`src/rtl/crs_pkg.sv`:
```
// package: register map, field layout and reset values of the core register set
package crs_pkg;
   // apb byte offsets, one aligned word per register
   localparam logic [7:0] OFF_GPR0 = 8'h00; // numbered registers 0..15 at index*4
   localparam logic [7:0] OFF_SP = 8'h34; // active stack pointer view
   localparam logic [7:0] OFF_LINK = 8'h38; // return link
   localparam logic [7:0] OFF_PC = 8'h3c; // program counter
   localparam logic [7:0] OFF_PSR = 8'h40; // combined status, all three views
   localparam logic [7:0] OFF_APP_VIEW = 8'h44; // application view alone
   localparam logic [7:0] OFF_INT_VIEW = 8'h48; // interrupt view alone
   localparam logic [7:0] OFF_EXE_VIEW = 8'h4c; // execution view alone
   localparam logic [7:0] OFF_PRIM = 8'h50; // priority mask bit
   localparam logic [7:0] OFF_FLTM = 8'h54; // fault mask bit
   localparam logic [7:0] OFF_BPRI = 8'h58; // base priority level
   localparam logic [7:0] OFF_MODE = 8'h5c; // operating mode select
   localparam logic [7:0] OFF_MAIN_STK = 8'h60; // main stack pointer, direct
   localparam logic [7:0] OFF_PROC_STK = 8'h64; // process stack pointer, direct
   localparam logic [7:0] OFF_ACC = 8'h68; // access width control (bit0 = narrow)
   localparam logic [7:0] OFF_STAT = 8'h6c; // read-only core state
   localparam logic [7:0] OFF_LAST = 8'h6c; // highest mapped offset
   // register counts
   localparam int unsigned GPR_COUNT = 13; // general registers 0..12
   localparam logic [3:0] LOW_TOP = 4'h7; // last register every instruction reaches
   // status field layout
   localparam logic [31:0] APP_VIEW_MASK = 32'hf800_0000; // flags 31..27
   localparam logic [31:0] INT_VIEW_MASK = 32'h0000_01ff; // exception number 8..0
   localparam logic [31:0] EXE_VIEW_MASK = 32'h0700_fc00; // 26..24 and 15..10
   localparam int unsigned EXE_STATE_BIT = 24; // compact instruction state bit
   localparam int unsigned EXC_W = 9; // exception number width
   // mode select fields
   localparam int unsigned MODE_PRIV = 0; // 1 = user level in thread mode
   localparam int unsigned MODE_SPSEL = 1; // 1 = alternate stack
   // reset values
   localparam logic [31:0] RST_WORD = 32'h0000_0000;
   localparam logic [1:0] RST_MODE = 2'h0; // privileged thread, main stack
   localparam logic [31:0] RST_FLAGS = 32'h0100_0000; // only the state bit set
   // request kinds seen by the mask logic
   typedef enum logic [1:0] {
      CRS_REQ_IRQ = 2'h0,
      CRS_REQ_HARD = 2'h1,
      CRS_REQ_NMI = 2'h3
   } crs_req_e;
   // decoded core state carried as one group
   typedef struct packed {
      logic handler; // servicing an exception
      logic user; // unprivileged thread
      logic alt_stack; // process stack active
      logic narrow; // accesses behave as 16-bit instructions
   } crs_state_s;
endpackage : crs_pkg

```
`src/rtl/crs_core_regs.sv`:
```
// core register set: numbered registers, status views, masks and mode select over apb
`timescale 1ns/1ps

//
// Contract
// - sixteen numbered 32-bit registers, thirteen general
// - narrow accesses reach registers 0 to 7 and 13 to 15, not 8 to 12
// - stack pointer banked between main and process
// - stack pointer low two bits read zero
// - subroutine call stores return address in link
// - program counter bit 0 reads zero
// - status readable jointly or per view
// - application view flags in bits 31..27
// - interrupt view holds exception number 8..0
// - execution view control bits 15..10, 26..25
// - state bit reads one, clearing it faults
// - priority mask passes only nmi and hard fault
// - fault mask passes only nmi
// - base priority blocks equal or higher values
// - mode bit 0 selects user thread level
// - mode bit 1 selects alternate stack
// - handler mode privileged while servicing exception
// - user level special access raises fault
module crs_core_regs #(
   parameter int unsigned BPRI_W = 9 // implemented base priority width
) (
   input wire logic clock_in, // 200 mhz core clock
   input wire logic rst_in, // async, active high
   input wire logic psel_in, // apb select
   input wire logic penable_in, // apb access phase
   input wire logic pwrite_in, // apb direction
   input wire logic [7:0] paddr_in, // apb byte address
   input wire logic [31:0] pwdata_in, // apb write data
   output logic [31:0] prdata_out, // apb read data
   output logic pready_out, // apb ready
   output logic pslverr_out, // apb error
   input wire logic exc_active_in, // core is servicing an exception
   input wire logic [8:0] exc_num_in, // number of that exception
   input wire logic call_in, // subroutine call pulse
   input wire logic [31:0] ret_addr_in, // return address of that call
   input wire logic irq_req_in, // pending request to be checked
   input wire logic [1:0] irq_kind_in, // crs_req_e of that request
   input wire logic [8:0] irq_prio_in, // priority value of that request
   output logic irq_permit_out, // request passes the masks
   output logic fault_out, // one-cycle fault exception pulse
   output logic handler_mode_out, // handler mode
   output logic user_level_out, // unprivileged thread
   output logic [31:0] stack_ptr_out, // active stack pointer, word aligned
   output logic [31:0] pc_out // program counter, half-word aligned
);

   // architectural storage
   logic [31:0] gpr_q [0:crs_pkg::GPR_COUNT-1]; // general registers
   logic [31:0] main_stack_q; // main stack pointer
   logic [31:0] proc_stack_q; // process stack pointer
   logic [31:0] link_q; // return link
   logic [31:0] pc_q; // program counter
   logic [31:0] flags_q; // application and execution view bits
   logic prim_q; // priority mask bit
   logic fltm_q; // fault mask bit
   logic [BPRI_W-1:0] bpri_q; // base priority level
   logic [1:0] mode_q; // operating mode select as stored
   logic narrow_q; // access width control
   logic handler_q; // registered handler mode
   logic [8:0] exc_q; // registered exception number
   // apb answer path and registered outputs
   logic pready_q;
   logic pslverr_q;
   logic [31:0] prdata_q;
   logic fault_q;
   logic permit_q;
   logic user_q;
   logic [31:0] sp_out_q;
   // decode
   crs_pkg::crs_state_s st; // current core state
   logic setup; // apb setup cycle
   logic done; // apb completion edge
   logic acc_err; // request refused
   logic tbit_clr; // write would clear the state bit
   logic [31:0] psr_rd; // combined status value
   logic [31:0] sp_act; // active stack pointer, aligned
   logic [31:0] rd_mux; // read data for the current address
   logic [31:0] wr_sp; // aligned stack write value

   // word aligns a stack value
   function automatic logic [31:0] align_word(input logic [31:0] v);
      align_word = {v[31:2], 2'h0};
   endfunction : align_word

   // offsets that only privileged code may reach
   function automatic logic is_special(input logic [7:0] a);
      is_special = (a >= crs_pkg::OFF_PSR) && (a != crs_pkg::OFF_APP_VIEW) &&
                   (a != crs_pkg::OFF_PSR);
   endfunction : is_special

   // core state decode
   always_comb begin
      st.handler = handler_q;
      st.user = ~handler_q & mode_q[crs_pkg::MODE_PRIV];
      st.alt_stack = ~handler_q & mode_q[crs_pkg::MODE_SPSEL];
      st.narrow = narrow_q;
   end

   // active bank of register 13
   assign sp_act = st.alt_stack ? proc_stack_q : main_stack_q;
   assign wr_sp = align_word(pwdata_in);

   // combined status with the exception number and the state bit forced
   always_comb begin
      psr_rd = flags_q & (crs_pkg::APP_VIEW_MASK | crs_pkg::EXE_VIEW_MASK);
      psr_rd[8:0] = exc_q;
      psr_rd[crs_pkg::EXE_STATE_BIT] = 1'b1;
   end

   assign setup = psel_in & ~penable_in;
   assign done = psel_in & penable_in & pready_q;
   assign tbit_clr = pwrite_in & ~pwdata_in[crs_pkg::EXE_STATE_BIT] &
                     ((paddr_in == crs_pkg::OFF_PSR) || (paddr_in == crs_pkg::OFF_EXE_VIEW));

   // refusal: unmapped, misaligned, narrow high register, user special, state clear
   always_comb begin
      acc_err = 1'b0;
      if ((paddr_in[1:0] != 2'h0) || (paddr_in > crs_pkg::OFF_LAST)) begin
         acc_err = 1'b1; // unmapped
      end else if (st.narrow && (paddr_in < crs_pkg::OFF_SP) &&
                   (paddr_in[5:2] > crs_pkg::LOW_TOP)) begin
         acc_err = 1'b1;
      end else if (st.user && (is_special(paddr_in) ||
                   (pwrite_in && paddr_in == crs_pkg::OFF_PSR))) begin
         acc_err = 1'b1;
      end else if (tbit_clr) begin
         acc_err = 1'b1;
      end
   end

   // read multiplexer
   always_comb begin
      rd_mux = crs_pkg::RST_WORD;
      if (paddr_in < crs_pkg::OFF_SP) begin
         rd_mux = gpr_q[paddr_in[5:2]];
      end else begin
         case (paddr_in)
            crs_pkg::OFF_SP: rd_mux = sp_act;
            crs_pkg::OFF_LINK: rd_mux = link_q;
            crs_pkg::OFF_PC: rd_mux = {pc_q[31:1], 1'b0};
            crs_pkg::OFF_PSR: rd_mux = psr_rd;
            crs_pkg::OFF_APP_VIEW: rd_mux = psr_rd & crs_pkg::APP_VIEW_MASK;
            crs_pkg::OFF_INT_VIEW: rd_mux = psr_rd & crs_pkg::INT_VIEW_MASK;
            crs_pkg::OFF_EXE_VIEW: rd_mux = psr_rd & crs_pkg::EXE_VIEW_MASK;
            crs_pkg::OFF_PRIM: rd_mux = {31'h0, prim_q};
            crs_pkg::OFF_FLTM: rd_mux = {31'h0, fltm_q};
            crs_pkg::OFF_BPRI: rd_mux = 32'(bpri_q);
            crs_pkg::OFF_MODE: rd_mux = {30'h0, st.alt_stack, mode_q[0]};
            crs_pkg::OFF_MAIN_STK: rd_mux = main_stack_q;
            crs_pkg::OFF_PROC_STK: rd_mux = proc_stack_q;
            crs_pkg::OFF_ACC: rd_mux = {31'h0, narrow_q};
            crs_pkg::OFF_STAT: rd_mux = {28'h0, st.narrow, st.alt_stack, st.user, st.handler};
            default: rd_mux = crs_pkg::RST_WORD; // unmapped reads zero
         endcase
      end
   end

   // apb answer: registered in setup, ready in the first access cycle
   always_ff @(posedge clock_in or posedge rst_in) begin
      if (rst_in) begin
         pready_q <= 1'b0;
         pslverr_q <= 1'b0;
         prdata_q <= crs_pkg::RST_WORD;
      end else begin
         pready_q <= setup; // falls again at the completion edge
         if (setup) begin
            pslverr_q <= acc_err;
            prdata_q <= (pwrite_in | acc_err) ? crs_pkg::RST_WORD : rd_mux;
         end
      end
   end

   // fault pulse one cycle after a refused access completes
   always_ff @(posedge clock_in or posedge rst_in) begin
      if (rst_in) begin
         fault_q <= 1'b0;
      end else begin
         fault_q <= done & pslverr_q;
      end
   end

   // general registers; written only at the completion edge
   always_ff @(posedge clock_in or posedge rst_in) begin
      if (rst_in) begin
         for (int i = 0; i < crs_pkg::GPR_COUNT; i++) begin
            gpr_q[i] <= crs_pkg::RST_WORD;
         end
      end else if (done && !pslverr_q && pwrite_in && paddr_in < crs_pkg::OFF_SP) begin
         gpr_q[paddr_in[5:2]] <= pwdata_in;
      end
   end

   // banked stack pointers; low bits never stored
   always_ff @(posedge clock_in or posedge rst_in) begin
      if (rst_in) begin
         main_stack_q <= crs_pkg::RST_WORD;
         proc_stack_q <= crs_pkg::RST_WORD;
      end else if (done && !pslverr_q && pwrite_in) begin
         if ((paddr_in == crs_pkg::OFF_MAIN_STK) ||
             (paddr_in == crs_pkg::OFF_SP && !st.alt_stack)) begin
            main_stack_q <= wr_sp;
         end
         if ((paddr_in == crs_pkg::OFF_PROC_STK) ||
             (paddr_in == crs_pkg::OFF_SP && st.alt_stack)) begin
            proc_stack_q <= wr_sp;
         end
      end
   end

   // return link: a call wins over a software write in the same cycle
   always_ff @(posedge clock_in or posedge rst_in) begin
      if (rst_in) begin
         link_q <= crs_pkg::RST_WORD;
      end else if (call_in) begin
         link_q <= ret_addr_in;
      end else if (done && !pslverr_q && pwrite_in && paddr_in == crs_pkg::OFF_LINK) begin
         link_q <= pwdata_in;
      end
   end

   // program counter, half-word aligned
   always_ff @(posedge clock_in or posedge rst_in) begin
      if (rst_in) begin
         pc_q <= crs_pkg::RST_WORD;
      end else if (done && !pslverr_q && pwrite_in && paddr_in == crs_pkg::OFF_PC) begin
         pc_q <= {pwdata_in[31:1], 1'b0};
      end
   end

   // status views; the exception number is never written by software
   always_ff @(posedge clock_in or posedge rst_in) begin
      if (rst_in) begin
         flags_q <= crs_pkg::RST_FLAGS;
      end else if (done && !pslverr_q && pwrite_in) begin
         case (paddr_in)
            crs_pkg::OFF_PSR: flags_q <= pwdata_in & (crs_pkg::APP_VIEW_MASK |
                                                      crs_pkg::EXE_VIEW_MASK);
            crs_pkg::OFF_APP_VIEW: flags_q <= (flags_q & ~crs_pkg::APP_VIEW_MASK) |
                                              (pwdata_in & crs_pkg::APP_VIEW_MASK);
            crs_pkg::OFF_EXE_VIEW: flags_q <= (flags_q & ~crs_pkg::EXE_VIEW_MASK) |
                                              (pwdata_in & crs_pkg::EXE_VIEW_MASK);
            default: flags_q <= flags_q;
         endcase
      end
   end

   // masks and base priority, cleared by reset
   always_ff @(posedge clock_in or posedge rst_in) begin
      if (rst_in) begin
         prim_q <= 1'b0;
         fltm_q <= 1'b0;
         bpri_q <= '0;
      end else if (done && !pslverr_q && pwrite_in) begin
         if (paddr_in == crs_pkg::OFF_PRIM) prim_q <= pwdata_in[0];
         if (paddr_in == crs_pkg::OFF_FLTM) fltm_q <= pwdata_in[0];
         if (paddr_in == crs_pkg::OFF_BPRI) bpri_q <= pwdata_in[BPRI_W-1:0];
      end
   end

   // mode select; stack bit stays zero while in handler mode
   always_ff @(posedge clock_in or posedge rst_in) begin
      if (rst_in) begin
         mode_q <= crs_pkg::RST_MODE;
      end else if (handler_q) begin
         mode_q[crs_pkg::MODE_SPSEL] <= 1'b0;
         if (done && !pslverr_q && pwrite_in && paddr_in == crs_pkg::OFF_MODE) begin
            mode_q[crs_pkg::MODE_PRIV] <= pwdata_in[0];
         end
      end else if (done && !pslverr_q && pwrite_in && paddr_in == crs_pkg::OFF_MODE) begin
         mode_q <= pwdata_in[1:0];
      end
   end

   // access width control and registered exception state
   always_ff @(posedge clock_in or posedge rst_in) begin
      if (rst_in) begin
         narrow_q <= 1'b0;
         handler_q <= 1'b0;
         exc_q <= '0;
      end else begin
         handler_q <= exc_active_in;
         exc_q <= exc_active_in ? exc_num_in : 9'h000;
         if (done && !pslverr_q && pwrite_in && paddr_in == crs_pkg::OFF_ACC) begin
            narrow_q <= pwdata_in[0];
         end
      end
   end

   // mask check; a zero base priority disables that masking
   always_ff @(posedge clock_in or posedge rst_in) begin
      if (rst_in) begin
         permit_q <= 1'b0;
      end else begin
         case (crs_pkg::crs_req_e'(irq_kind_in))
            crs_pkg::CRS_REQ_NMI: permit_q <= irq_req_in;
            crs_pkg::CRS_REQ_HARD: permit_q <= irq_req_in & ~fltm_q;
            default: permit_q <= irq_req_in & ~fltm_q & ~prim_q &
               ((bpri_q == '0) || (irq_prio_in[BPRI_W-1:0] < bpri_q));
         endcase
      end
   end

   // core state outputs
   always_ff @(posedge clock_in or posedge rst_in) begin
      if (rst_in) begin
         user_q <= 1'b0;
         sp_out_q <= crs_pkg::RST_WORD;
      end else begin
         user_q <= st.user;
         sp_out_q <= sp_act;
      end
   end

   assign prdata_out = prdata_q;
   assign pready_out = pready_q;
   assign pslverr_out = pslverr_q;
   assign fault_out = fault_q;
   assign irq_permit_out = permit_q;
   assign handler_mode_out = handler_q;
   assign user_level_out = user_q;
   assign stack_ptr_out = sp_out_q;
   assign pc_out = pc_q;

   // checks
   chk_sp_aligned: assert property (@(posedge clock_in) disable iff (rst_in)
      stack_ptr_out[1:0] == 2'h0) else $error("stack pointer not word aligned");
   chk_pc_aligned: assert property (@(posedge clock_in) disable iff (rst_in)
      pc_out[0] == 1'b0) else $error("program counter not half-word aligned");
   chk_link_call: assert property (@(posedge clock_in) disable iff (rst_in)
      call_in |=> link_q == $past(ret_addr_in)) else $error("return link not stored");
   chk_tbit_fault: assert property (@(posedge clock_in) disable iff (rst_in)
      setup && tbit_clr ##1 done |=> fault_out && psr_rd[24]) else $error("state bit clear");
   chk_user_fault: assert property (@(posedge clock_in) disable iff (rst_in)
      setup && st.user && is_special(paddr_in) ##1 done |=> fault_out)
      else $error("user special access did not fault");
   chk_narrow_high: assert property (@(posedge clock_in) disable iff (rst_in)
      setup && st.narrow && paddr_in == 8'h20 ##1 done |-> pslverr_out)
      else $error("narrow access reached high register");
   chk_handler_stack: assert property (@(posedge clock_in) disable iff (rst_in)
      handler_q |-> !st.alt_stack ##1 (!handler_q || mode_q[1] == 1'b0))
      else $error("alternate stack in handler mode");
   chk_prim_block: assert property (@(posedge clock_in) disable iff (rst_in)
      prim_q && $stable(prim_q) && irq_kind_in == 2'h0 |=> !irq_permit_out)
      else $error("priority mask passed an interrupt");
   chk_fltm_block: assert property (@(posedge clock_in) disable iff (rst_in)
      fltm_q && $stable(fltm_q) && irq_kind_in == 2'h1 |=> !irq_permit_out)
      else $error("fault mask passed a hard fault");
   chk_bpri_block: assert property (@(posedge clock_in) disable iff (rst_in)
      bpri_q != '0 && $stable(bpri_q) && irq_kind_in == 2'h0 &&
      irq_prio_in[BPRI_W-1:0] >= bpri_q |=> !irq_permit_out)
      else $error("base priority passed a masked interrupt");
   chk_user_level: assert property (@(posedge clock_in) disable iff (rst_in)
      mode_q[0] && !handler_q |=> user_level_out) else $error("user level not shown");
   chk_exc_view: assert property (@(posedge clock_in) disable iff (rst_in)
      exc_active_in |=> psr_rd[8:0] == $past(exc_num_in) && handler_mode_out)
      else $error("exception number not reported");

endmodule : crs_core_regs

```
`config.mk`:
```
export PLATFORM = sky130hd
export DESIGN_NAME = crs_core_regs
export DESIGN_NICKNAME = d
export VERILOG_FILES = /design/src/rtl/crs_pkg.sv /design/src/rtl/crs_core_regs.sv
export SDC_FILE = /design/constraint.sdc
export NUM_CORES = 1
export LEC_CHECK = 0
export BUFFER_PORTS_ARGS = -buffer_cell sky130_fd_sc_hd__clkbuf_2
export CAP_MARGIN = 0
export CELL_PAD_IN_SITES_DETAIL_PLACEMENT = 0
export CELL_PAD_IN_SITES_GLOBAL_PLACEMENT = 1
export CORE_MARGIN = 3
export CORE_UTILIZATION = 45
export CTS_CLUSTER_SIZE = 8
export DETAILED_ROUTE_END_ITERATION = 10
export GPL_ROUTABILITY_DRIVEN = 0
export GPL_TIMING_DRIVEN = 0
export PLACE_DENSITY_LB_ADDON = 0.1
export SYNTH_ARGS = -nofsm -noshare
export SYNTH_HDL_FRONTEND = slang
export SYNTH_SLANG_ARGS = --single-unit
```
`constraint.sdc`:
```
create_clock -name clock_in -period 19.8 [get_ports clock_in]
set_clock_uncertainty 0.15 [all_clocks]
set_input_delay 0.99 -clock clock_in [delete_from_list [all_inputs] [get_ports clock_in]]
set_output_delay 0.99 -clock clock_in [all_outputs]
set_load 0.02 [all_outputs]
```
After elaboration in Yosys (flattened, before gate mapping)
Cells that the tools add are included.

Output and inout port bits: 102. Input port bits: 100. Logic and storage cells: 136. Register bits: 664.

Mux-type cells: 22. Reduce and logical (&&, ||, !) cells: 35. Equality and inequality tests: 19. Magnitude comparators: 7. Bitwise logic cells: 20.

Operators by type and width (count): $pmux W32 S15 (1); $bwmux W416 (1); $mux W32 (8); $bmux W32 S4 (1); $demux W32 S4 (1); $eq A8 B7 Y1 const B (12); $pmux W32 S3 (1); $or A27 B32 Y32 (1); $or A32 B27 Y32 (1); $eq A8 B6 Y1 const B (3); $logic_and A1 B1 Y1 (16); $ne A8 B7 Y1 const B (2); $reduce_and A2 Y1 (6); $and A1 B1 Y1 (11); $logic_not A9 Y1 (1); $lt A9 B9 Y1 (1); $mux W9 (1); $ge A8 B7 Y1 const B (1); $gt A8 B7 Y1 const B (1); $lt A8 B6 Y1 const B (1); $logic_or A1 B1 Y1 (6); $reduce_bool A2 Y1 (3); $ge A5 B5 Y1 const B (1); $lt A5 B1 Y1 const B (1); other kinds (11) (21).

Longest topological paths before layout
Gate-level depths: netlist of the first run.

Depth after elaboration: 10. Gate-level depth with buffers: 10. Depth with buffers taken out: 7.

Worst setup path before layout of the first run
OpenSTA, ideal clock, no wires.

Path kind: input-to-reg. Start: in paddr_in[1]. End: reg proc_stack_q[24]. Library setup time: 125 ps. Data required time: 19525 ps. Path buffers: 2. Arrival time: 2710 ps. Stages: 6. Setup slack: 16815 ps. Cells stage by stage: buf_4 or4b_4 a211oi_2 and2_1 buf_4 mux2_2.

Word-level cells in the longest chain between the ends: 4. Elaborated cells on any way between the ends: 5. Those cells by class: 2 x eq/ne; 3 x reduce/logical.

RTL lines: from (decl) (RTL line crs_core_regs.sv:32) `input wire logic [7:0] paddr_in,`; $eq A8 B6 Y1 (RTL line crs_core_regs.sv:209) `(paddr_in == crs_pkg::OFF_SP && st.alt_stack)) begin`; $logic_and A1 B1 Y1 (RTL line crs_core_regs.sv:209); $logic_or A1 B1 Y1 (*) (RTL line crs_core_regs.sv:208) `if ((paddr_in == crs_pkg::OFF_PROC_STK) ||`; $reduce_and A2 Y1 (no line) (*); to (signal assigned) (RTL line crs_core_regs.sv:202) `proc_stack_q <= crs_pkg::RST_WORD;`; to (signal assigned) (RTL line crs_core_regs.sv:210) `proc_stack_q <= wr_sp;`; to (decl) (RTL line crs_core_regs.sv:55) `logic [31:0] proc_stack_q;`.

Mark *: on every way between the ends. The rest lies on a longest branch, timed or not. A chain may end at the register's enable or synchronous reset.

Worst setup path after layout of the first run
Start: in paddr_in[3]. End: reg prdata_q[1], in the netlist prdata_out[1].

Word-level cells in the longest chain between the ends: 10. Elaborated cells on any way between the ends: 43. Those cells by class: 4 x order compare; 17 x eq/ne; 10 x mux; 3 x bitwise; 9 x reduce/logical.

RTL lines: $ge A8 B7 Y1 or $ne A8 B7 Y1 (tied branches) (RTL line crs_core_regs.sv:92) `is_special = (a >= crs_pkg::OFF_PSR) && (a != crs_pkg::OFF_APP_VIEW) &&`; $logic_and A1 B1 Y1 (2 in series) (RTL line crs_core_regs.sv:92); $logic_or A1 B1 Y1 (RTL line crs_core_regs.sv:128) `end else if (st.user && (is_special(paddr_in) ||`; $logic_and A1 B1 Y1 (RTL line crs_core_regs.sv:128); $mux W1 (RTL line crs_core_regs.sv:128); $mux W1 (RTL line crs_core_regs.sv:125) `end else if (st.narrow && (paddr_in < crs_pkg::OFF_SP) &&`; $mux W1 (RTL line crs_core_regs.sv:123) `if ((paddr_in[1:0] != 2'h0) || (paddr_in > crs_pkg::OFF_LAST)) begin`; $or A1 B1 Y1 (RTL line crs_core_regs.sv:173) `prdata_q <= (pwrite_in | acc_err) ? crs_pkg::RST_WORD : rd_mux;`; $mux W32 (*) (RTL line crs_core_regs.sv:173); to (signal assigned) (RTL line crs_core_regs.sv:168) `prdata_q <= crs_pkg::RST_WORD;`; to (signal assigned) (RTL line crs_core_regs.sv:173); to (decl) (RTL line crs_core_regs.sv:69) `logic [31:0] prdata_q;`.

Mark *: on every way between the ends. The rest lies on a longest branch, timed or not. The select of a mux whose other input is x is not followed.

==> results of run 1 <==
[power by group through the flow]
stage / Clock, W / Combinational [W] / Sequential (W)
2_1_floorplan: 0 / 0.0000874 / 0.00135
3_3_place_gp: 0 / 0.000170 / 0.00136
3_5_place_dp: 0 / 0.000176 / 0.00135
4_1_cts: 0.00139 / 0.000177 / 0.00133
5_1_grt: 0.00144 / 0.000189 / 0.00133
6_report: 0.00137 / 0.000179 / 0.00133
[cell usage in the layout (no fill, tap or decap), types with 25 or more instances in the layout]
| cell type | instances |
|---|---|
| mux4_2 | 79 |
| o21ai_0 | 67 |
| a221oi_1 | 31 |
| clkbuf_1 | 64 |
| nand2_1 | 95 |
| mux2_1 | 29 |
| nor2_1 | 40 |
| nand3_1 | 34 |
| dfrtp_1 | 643 |
| buf_2 | 91 |
| nor2b_1 | 25 |
| mux2i_1 | 69 |
| a21oi_1 | 37 |
| inv_1 | 25 |
| mux2_2 | 504 |
| mux2_4 | 38 |
| clkbuf_2 | 192 |
| clkbuf_16 | 91 |
[how the worst max path moves through the flow]
stage | to | slack, ps | cells after the start | startpoint
5_1_grt | prdata_out[1] | 15680 | 8 | paddr_in[3]
3_5_place_dp | prdata_out[1] | 15170 | 8 | paddr_in[3]
3_3_place_gp | gpr_q[91] | -6100 | 2 | rst_in
6_report | prdata_out[1] | 15620 | 8 | paddr_in[3]
2_1_floorplan | bpri_q[0] | 650 | 1 | rst_in
4_1_cts | prdata_out[1] | 15850 | 8 | paddr_in[3]
[cell families (layout without fill, tap and decap cells)]
| logic type | count (synthesis) | count (layout) | share of synthesized area (%) |
|---|---|---|---|
| adder cells (fa/ha/maj) | 8 | 8 | 0.334 |
| AND/OR/NAND/NOR | 280 | 280 | 4.96 |
| buffers and inverters | 213 | 509 | 3.40 |
| other | 1 | 5 | 0.0125 |
| AO/OA/AOI/OAI | 306 | 306 | 7.50 |
| flip-flops | 643 | 643 | 53.6 |
| multiplexers | 719 | 719 | 30.1 |
[worst max-delay path, cell delays in order]
cell      delay [ps]
clkbuf_2         180
buf_2            270
nor4b_4         1010
clkbuf_1        1130
a22oi_1          290
o22ai_1          390
a211oi_1          80
o31ai_1          220
[sequential cells by signal, indices dropped and copies added, names as in the netlist, 2 cells and up]
register / flops
gpr_q: 416
link_q: 32
prdata_out: 32
pc_out: 31
main_stack_q: 30
proc_stack_q: 30
stack_ptr_out: 30
flags_q: 13
bpri_q: 9
exc_q: 9
mode_q: 2
[stage by stage]
| stage | setup WS (ps) | hold slack [ps] | cell area, um2 | instances |
|---|---|---|---|---|
| 2_1_floorplan | 646 | 302 | 30000 | 2172 |
| 3_3_place_gp | -6100 | 311 | 32000 | 3228 |
| 3_5_place_dp | 15170 | 321 | 32200 | 3234 |
| 4_1_cts | 15850 | 332 | 34600 | 3332 |
| 5_1_grt | 15680 | 350 | 34600 | 3332 |
| 6_report | 15620 | 299 | 34600 | 3334 |
[Yosys cell counts, types with 34 or more instances]
cell	count
mux2i_1	69
mux4_2	79
clkbuf_1	64
nand2_1	95
o21ai_0	67
buf_2	91
a21oi_1	37
mux2_2	504
nor2_1	40
nand3_1	34
mux2_4	38
dfrtp_1	643
[cell type report]
type / count / area share [%]
Clock inverter: 7 / 0.217
Timing Repair Buffer: 198 / 3.21
Multi-Input combinational cell: 1316 / 37.3
Tap cell: 864 / 3.13
Clock buffer: 91 / 6.59
Antenna cell: 2 / 0.0145
Sequential cell: 643 / 46.5
Inverter: 27 / 0.315
Buffer: 186 / 2.65
[metal layers]
metal  vias to the layer above  share of wire, %
li1                       8613                 -
met1                     11200                44
met2                      1111                43
met3                       234               9.1
met4                         4               3.8
met5                         -             0.020
==> impl_metrics.toml, run 1 <==
[cts]
cts_tree = "done"
cts.sinks = 643
cts.path.max_buffers = 3
numCtsBuffers = 90
clk-insertion-delay-late_ps = 650
cts.root.buffer_cell = "clkbuf_16"
post_cts_resized = 0
cts_setup_buffers = 0
cts-hold-fix-buffers = 0
clkTransAtPathRegs_ps = 50
cts-htree-levels = 3

[floorplanning]
fp.coreArea_mm2 = 0.0659
initial_core_util_pct = 45.5
dieArea_mm2 = 0.0698
rows = 94
die_y_um = 264
pin_count = 202
fp.dieW_um = 264

[critical_path]
reg2reg_depth = 5
path_class = "input pin to flop"
r2r-end = "stack_ptr_out[25]"
rrSetupSlack_ps = 16090
endpoint_kind = "flop"
rr_startpoint = "handler_mode_out"
cp_max_fo = 11
cp.arrival_ps = 4580
cp-start-kind = "input pin"
cp.required_ps = 20200

[power]
p_sw_w = 0.000705
p_sw_share_pct = 24.5
p_clk_share_pct = 47.5
p_total_w = 0.00288
ir_drop_uv = 67.5
pwr-share-comb_pct = 6.2
seqPwrFrac_pct = 46.3
power.leakage_nw = 16.8
powerDensity_mw_per_mm2 = 83.3
internal-power_w = 0.00218

[grt]
use_met3_pct = 8.29
globalRoute.busiestLayer = "met2"
use_met1_pct = 46.6
overflow = 0
antenna_found_initial = 7
first_global_vias = 21600
grt_use_total_pct = 32.4
grt_util_met2_pct = 48.0
grt_start_max_net_pins = 129
grt_first_pass_wirelength_mm = 162

[timing]
finalCritPeriodShare_pct = 21.1
slew_headroom_pct = -1.29
slew_violations = 11
setup_viol = 0
fmax_ghz = 0.239
rsz0062_at_grt = "false"
finalSetupTns_ps = 0
hold_violations = 0
period_needed_ps = 4180
worstMarginPinSlew_ps = 1520

[detailed_routing]
drt_first_pass_iters = 5
drt_iter0_markers = 2199
vias = 21100
ant_nets = 0
routed_wirelength_mm = 113
avgViaCountPerCell = 6.34
drc = 0
avgRoutedWirePerCell_um = 33.9

[synthesis]
yosysSeqAreaShare_pct = 53.6
synth_area_leaders = "dfrtp_1 54%, mux2_2 19%, mux4_2 5.9%"
yosysWarningCount = 0
ys_ff_latch = 643
synthFlopType = "dfrtp_1"
netlist_area_mm2 = 0.0300
synth_edf_count = 0
synthArstFlopShare_pct = 100
synth_area_per_cell_um2 = 13.8
ys_types = 77
synth_top_area_cell = "dfrtp_1"
synth_cells = 2170
synth_top_area_share_pct = 53.6

[cells_and_area]
regArea_mm2 = 0.0161
final_nets = 2570
multiInputGateArea_mm2 = 0.0129
drive_gt1_share_pct = 43.0
syn_to_final_growth_pct = 15.3
n_fill_cell = 5721
final_util_pct = 52.5

[run_status]
status = "finished with violations"
violations = "max-capacitance violations, max-slew violations"

[placed_design]
port_buffers = 192
dp_hpwl_mm = 77.5

[flow_run]
drv_cap = 1

[min_path]
holdCritPathClass = "input pin to async pin"
Note: power is estimated with default switching activity, not from simulation.
==> inputs of run 2 (changes only) <==
--- a/config.mk
+++ b/config.mk
@@ -5,12 +5,13 @@
 export SDC_FILE = /design/constraint.sdc
 export NUM_CORES = 1
 export LEC_CHECK = 0
+export ABC_AREA = 1
 export BUFFER_PORTS_ARGS = -buffer_cell sky130_fd_sc_hd__clkbuf_2
 export CAP_MARGIN = 0
 export CELL_PAD_IN_SITES_DETAIL_PLACEMENT = 0
 export CELL_PAD_IN_SITES_GLOBAL_PLACEMENT = 1
 export CORE_MARGIN = 3
-export CORE_UTILIZATION = 45
+export CORE_UTILIZATION = 41
 export CTS_CLUSTER_SIZE = 8
 export DETAILED_ROUTE_END_ITERATION = 10
 export GPL_ROUTABILITY_DRIVEN = 0
==> constraint.sdc (replaced) <==
create_clock -name clock_in -period 3.7 [get_ports clock_in]
set_clock_uncertainty 0.15 [all_clocks]
set_input_delay 0.185 -clock clock_in [delete_from_list [all_inputs] [get_ports clock_in]]
set_output_delay 0.185 -clock clock_in [all_outputs]
set_load 0.02 [all_outputs]
==> run 2 against run 1 <==
  * The flow now finishes without violations
  * Via count is 27% higher
  * Core utilization is 2.1 points lower
  * Synthesized area is 1.2% lower
  * Sequential power grew to 5.4 times the previous value
  * Total power grew to 5.5 times the previous value
  * Largest power group unchanged
==> impl_metrics.toml, run 2 <==
[synthesis]
synth_top_area_share_pct = 54.3
synth_common_cells = "1356 x nand2_1, 643 x dfrtp_1, 546 x o21ai_0, 526 x nor2_1, 191 x inv_1"
yosysWarningCount = 0
synth_area_leaders = "dfrtp_1 54%, nand2_1 17%, o21ai_0 9.2%"
synth_top_area_cell = "dfrtp_1"
ys_ff_latch = 643
ys_types = 37
yosysSeqAreaShare_pct = 54.3
synth_edf_count = 0
synthFlopType = "dfrtp_1"
synthArstFlopShare_pct = 100
synth_area_per_cell_um2 = 7.76
synth.most_common_cell = "nand2_1"
netlist_area_mm2 = 0.0296
synth_cells = 3818

[cells_and_area]
drive_gt1_share_pct = 9.95
regMostFlops = "gpr_q"
largest_reg_flops = 416
final_common_cell = "nand2_1"
fin_area_mm2 = 0.0357
syn_to_final_growth_pct = 20.3
final_nets = 4343
final_cell_mix = "1356 x nand2_1, 643 x dfrtp_1, 546 x o21ai_0, 526 x nor2_1, 197 x clkbuf_2"

[grt]
overflow = 0
grt_start_max_net_pins = 42
antenna_found_initial = 2
grt_first_pass_wirelength_mm = 166
grt_use_total_pct = 29.1
first_global_vias = 26500

[power]
internal-power_w = 0.0119
p_clk_share_pct = 47.2
p_sw_share_pct = 25.1
seqPwrFrac_pct = 44.9
power.leakage_nw = 17.7
pwr-share-comb_pct = 7.9
p_sw_w = 0.00399
ir_drop_uv = 295
powerDensity_mw_per_mm2 = 446

[critical_path]
path_class = "input pin to flop"
cp.required_ps = 4100
cp.arrival_ps = 3790
cp-start-kind = "input pin"
cp_max_fo = 10
endpoint_kind = "flop"

[detailed_routing]
avgRoutedWirePerCell_um = 21.0
routed_wirelength_mm = 109
avgViaCountPerCell = 5.17
drt_iter0_markers = 2200
vias = 26800
ant_nets = 0
drt_first_pass_iters = 7
drc = 0

[placed_design]
dp_hpwl_mm = 80.1
port_buffers = 197
pre_cts_ws_ps = 802
postPlaceCellArea_mm2 = 0.0322

[cts]
clk-insertion-delay-late_ps = 640
cts.root.buffer_cell = "clkbuf_16"
numCtsBuffers = 90
cts_tree = "done"
post_cts_resized = 0
cts.path.max_buffers = 3
clkTransAtPathRegs_ps = 50
cts.sinks = 643
cts-htree-levels = 3

[timing]
slew_headroom_pct = 30.1
worstMarginPinSlew_ps = 1050
fmax_ghz = 0.295
holdWs_ps = 58.5
finalSetupTns_ps = 0
slew_violations = 0
setup_viol = 0
finalCritPeriodShare_pct = 91.5
period_needed_ps = 3390
hold_violations = 0
rsz0062_at_grt = "false"
setup_ws_ps = 315

[flow_run]
drv_cap = 0

[floorplanning]
initial_core_util_pct = 41.9
fp.dieW_um = 275
rows = 97
dieArea_mm2 = 0.0755
die_y_um = 275
fp.coreArea_mm2 = 0.0708
pin_count = 202

[min_path]
holdCritPathClass = "input pin to flop"

[run_status]
status = "finished, final reports clean"
-- run 2: path summary, 6_finish.rpt --
check	depth (start not counted)	endpoint	start	slack (ps)
hold / removal	5	narrow_q	paddr_in[5]	60
min in group asynchronous	4	stack_ptr_out[6]	rst_in	540
hold reg to reg	2	prdata_out[20]	prdata_out[20]	330
setup / recovery	13	link_q[26]	paddr_in[6]	310
setup reg to reg	10	link_q[26]	pready_out	750
max in group asynchronous	9	gpr_q[183]	rst_in	1240
-- run 2: routing by layer --
metal | vias up | wire (um) | part of all wire, % | track usage, %
met5 | - | 9 | 0.0083 | 0
met4 | 2 | 3240 | 3.0 | 8.57
met3 | 190 | 5930 | 5.4 | 4.16
met2 | 771 | 50600 | 46 | 47.5
met1 | 13000 | 49300 | 45 | 40.4
li1 | 12900 | - | - | -
-- run 2: repair_timing --
action,CTS,global route
hold buffers,108,0
buffers inserted,0,0
endpoints found under the hold margin,414,0
-- run 2: final cells by class --
cell class | count | area, um2
diodes | 1 | 2.50
flip-flops and latches | 643 | 16100
multi-input cells | 2743 | 11800
repair buffers | 323 | 2430
clock inverters | 6 | 92.6
inverters | 201 | 762
plain buffers | 233 | 987
clock buffers | 93 | 2310
well taps | 940 | 1180
fillers | 7170 | 35100
-- run 2: cell families after synthesis --
family | synth area share, %
adder cells (fa/ha/maj) | 0.338
other | 0.0127
AND/OR/NAND/NOR | 27.2
flip-flops | 54.3
buffers and inverters | 5.89
AO/OA/AOI/OAI | 12.3
-- run 2: power groups by stage --
| stage | Sequential, W | Clock (W) | Combinational [W] |
|---|---|---|---|
| after floorplan | 0.00726 | 0 | 0.000629 |
| final | 0.00714 | 0.00750 | 0.00126 |
| after detailed placement | 0.00725 | 0 | 0.00115 |
| after CTS | 0.00714 | 0.00760 | 0.00126 |
| after global placement | 0.00727 | 0 | 0.00110 |
| after global routing | 0.00714 | 0.00792 | 0.00140 |
-- run 2: worst max-delay path: stages --
cell           delay, ps
dlygate4sd3_1        560
clkbuf_2             150
inv_1                 80
nand2_1              380
nor2_4               300
nand2_4              190
nor2_4               320
inv_2                 70
nand2_2              260
buf_2                420
o211ai_1             150
dlygate4sd3_1        600
o21ai_0               90
-- run 2: metrics by stage --
stage,utilization (%),total power (W),std cells
3_5_place_dp,45.5,0.00840,4975
5_1_grt,50.4,0.0165,5182
4_1_cts,50.4,0.0160,5182
2_1_floorplan,-,0.00789,3820
6_report,50.4,0.0159,5183
3_3_place_gp,45.0,0.00837,4957
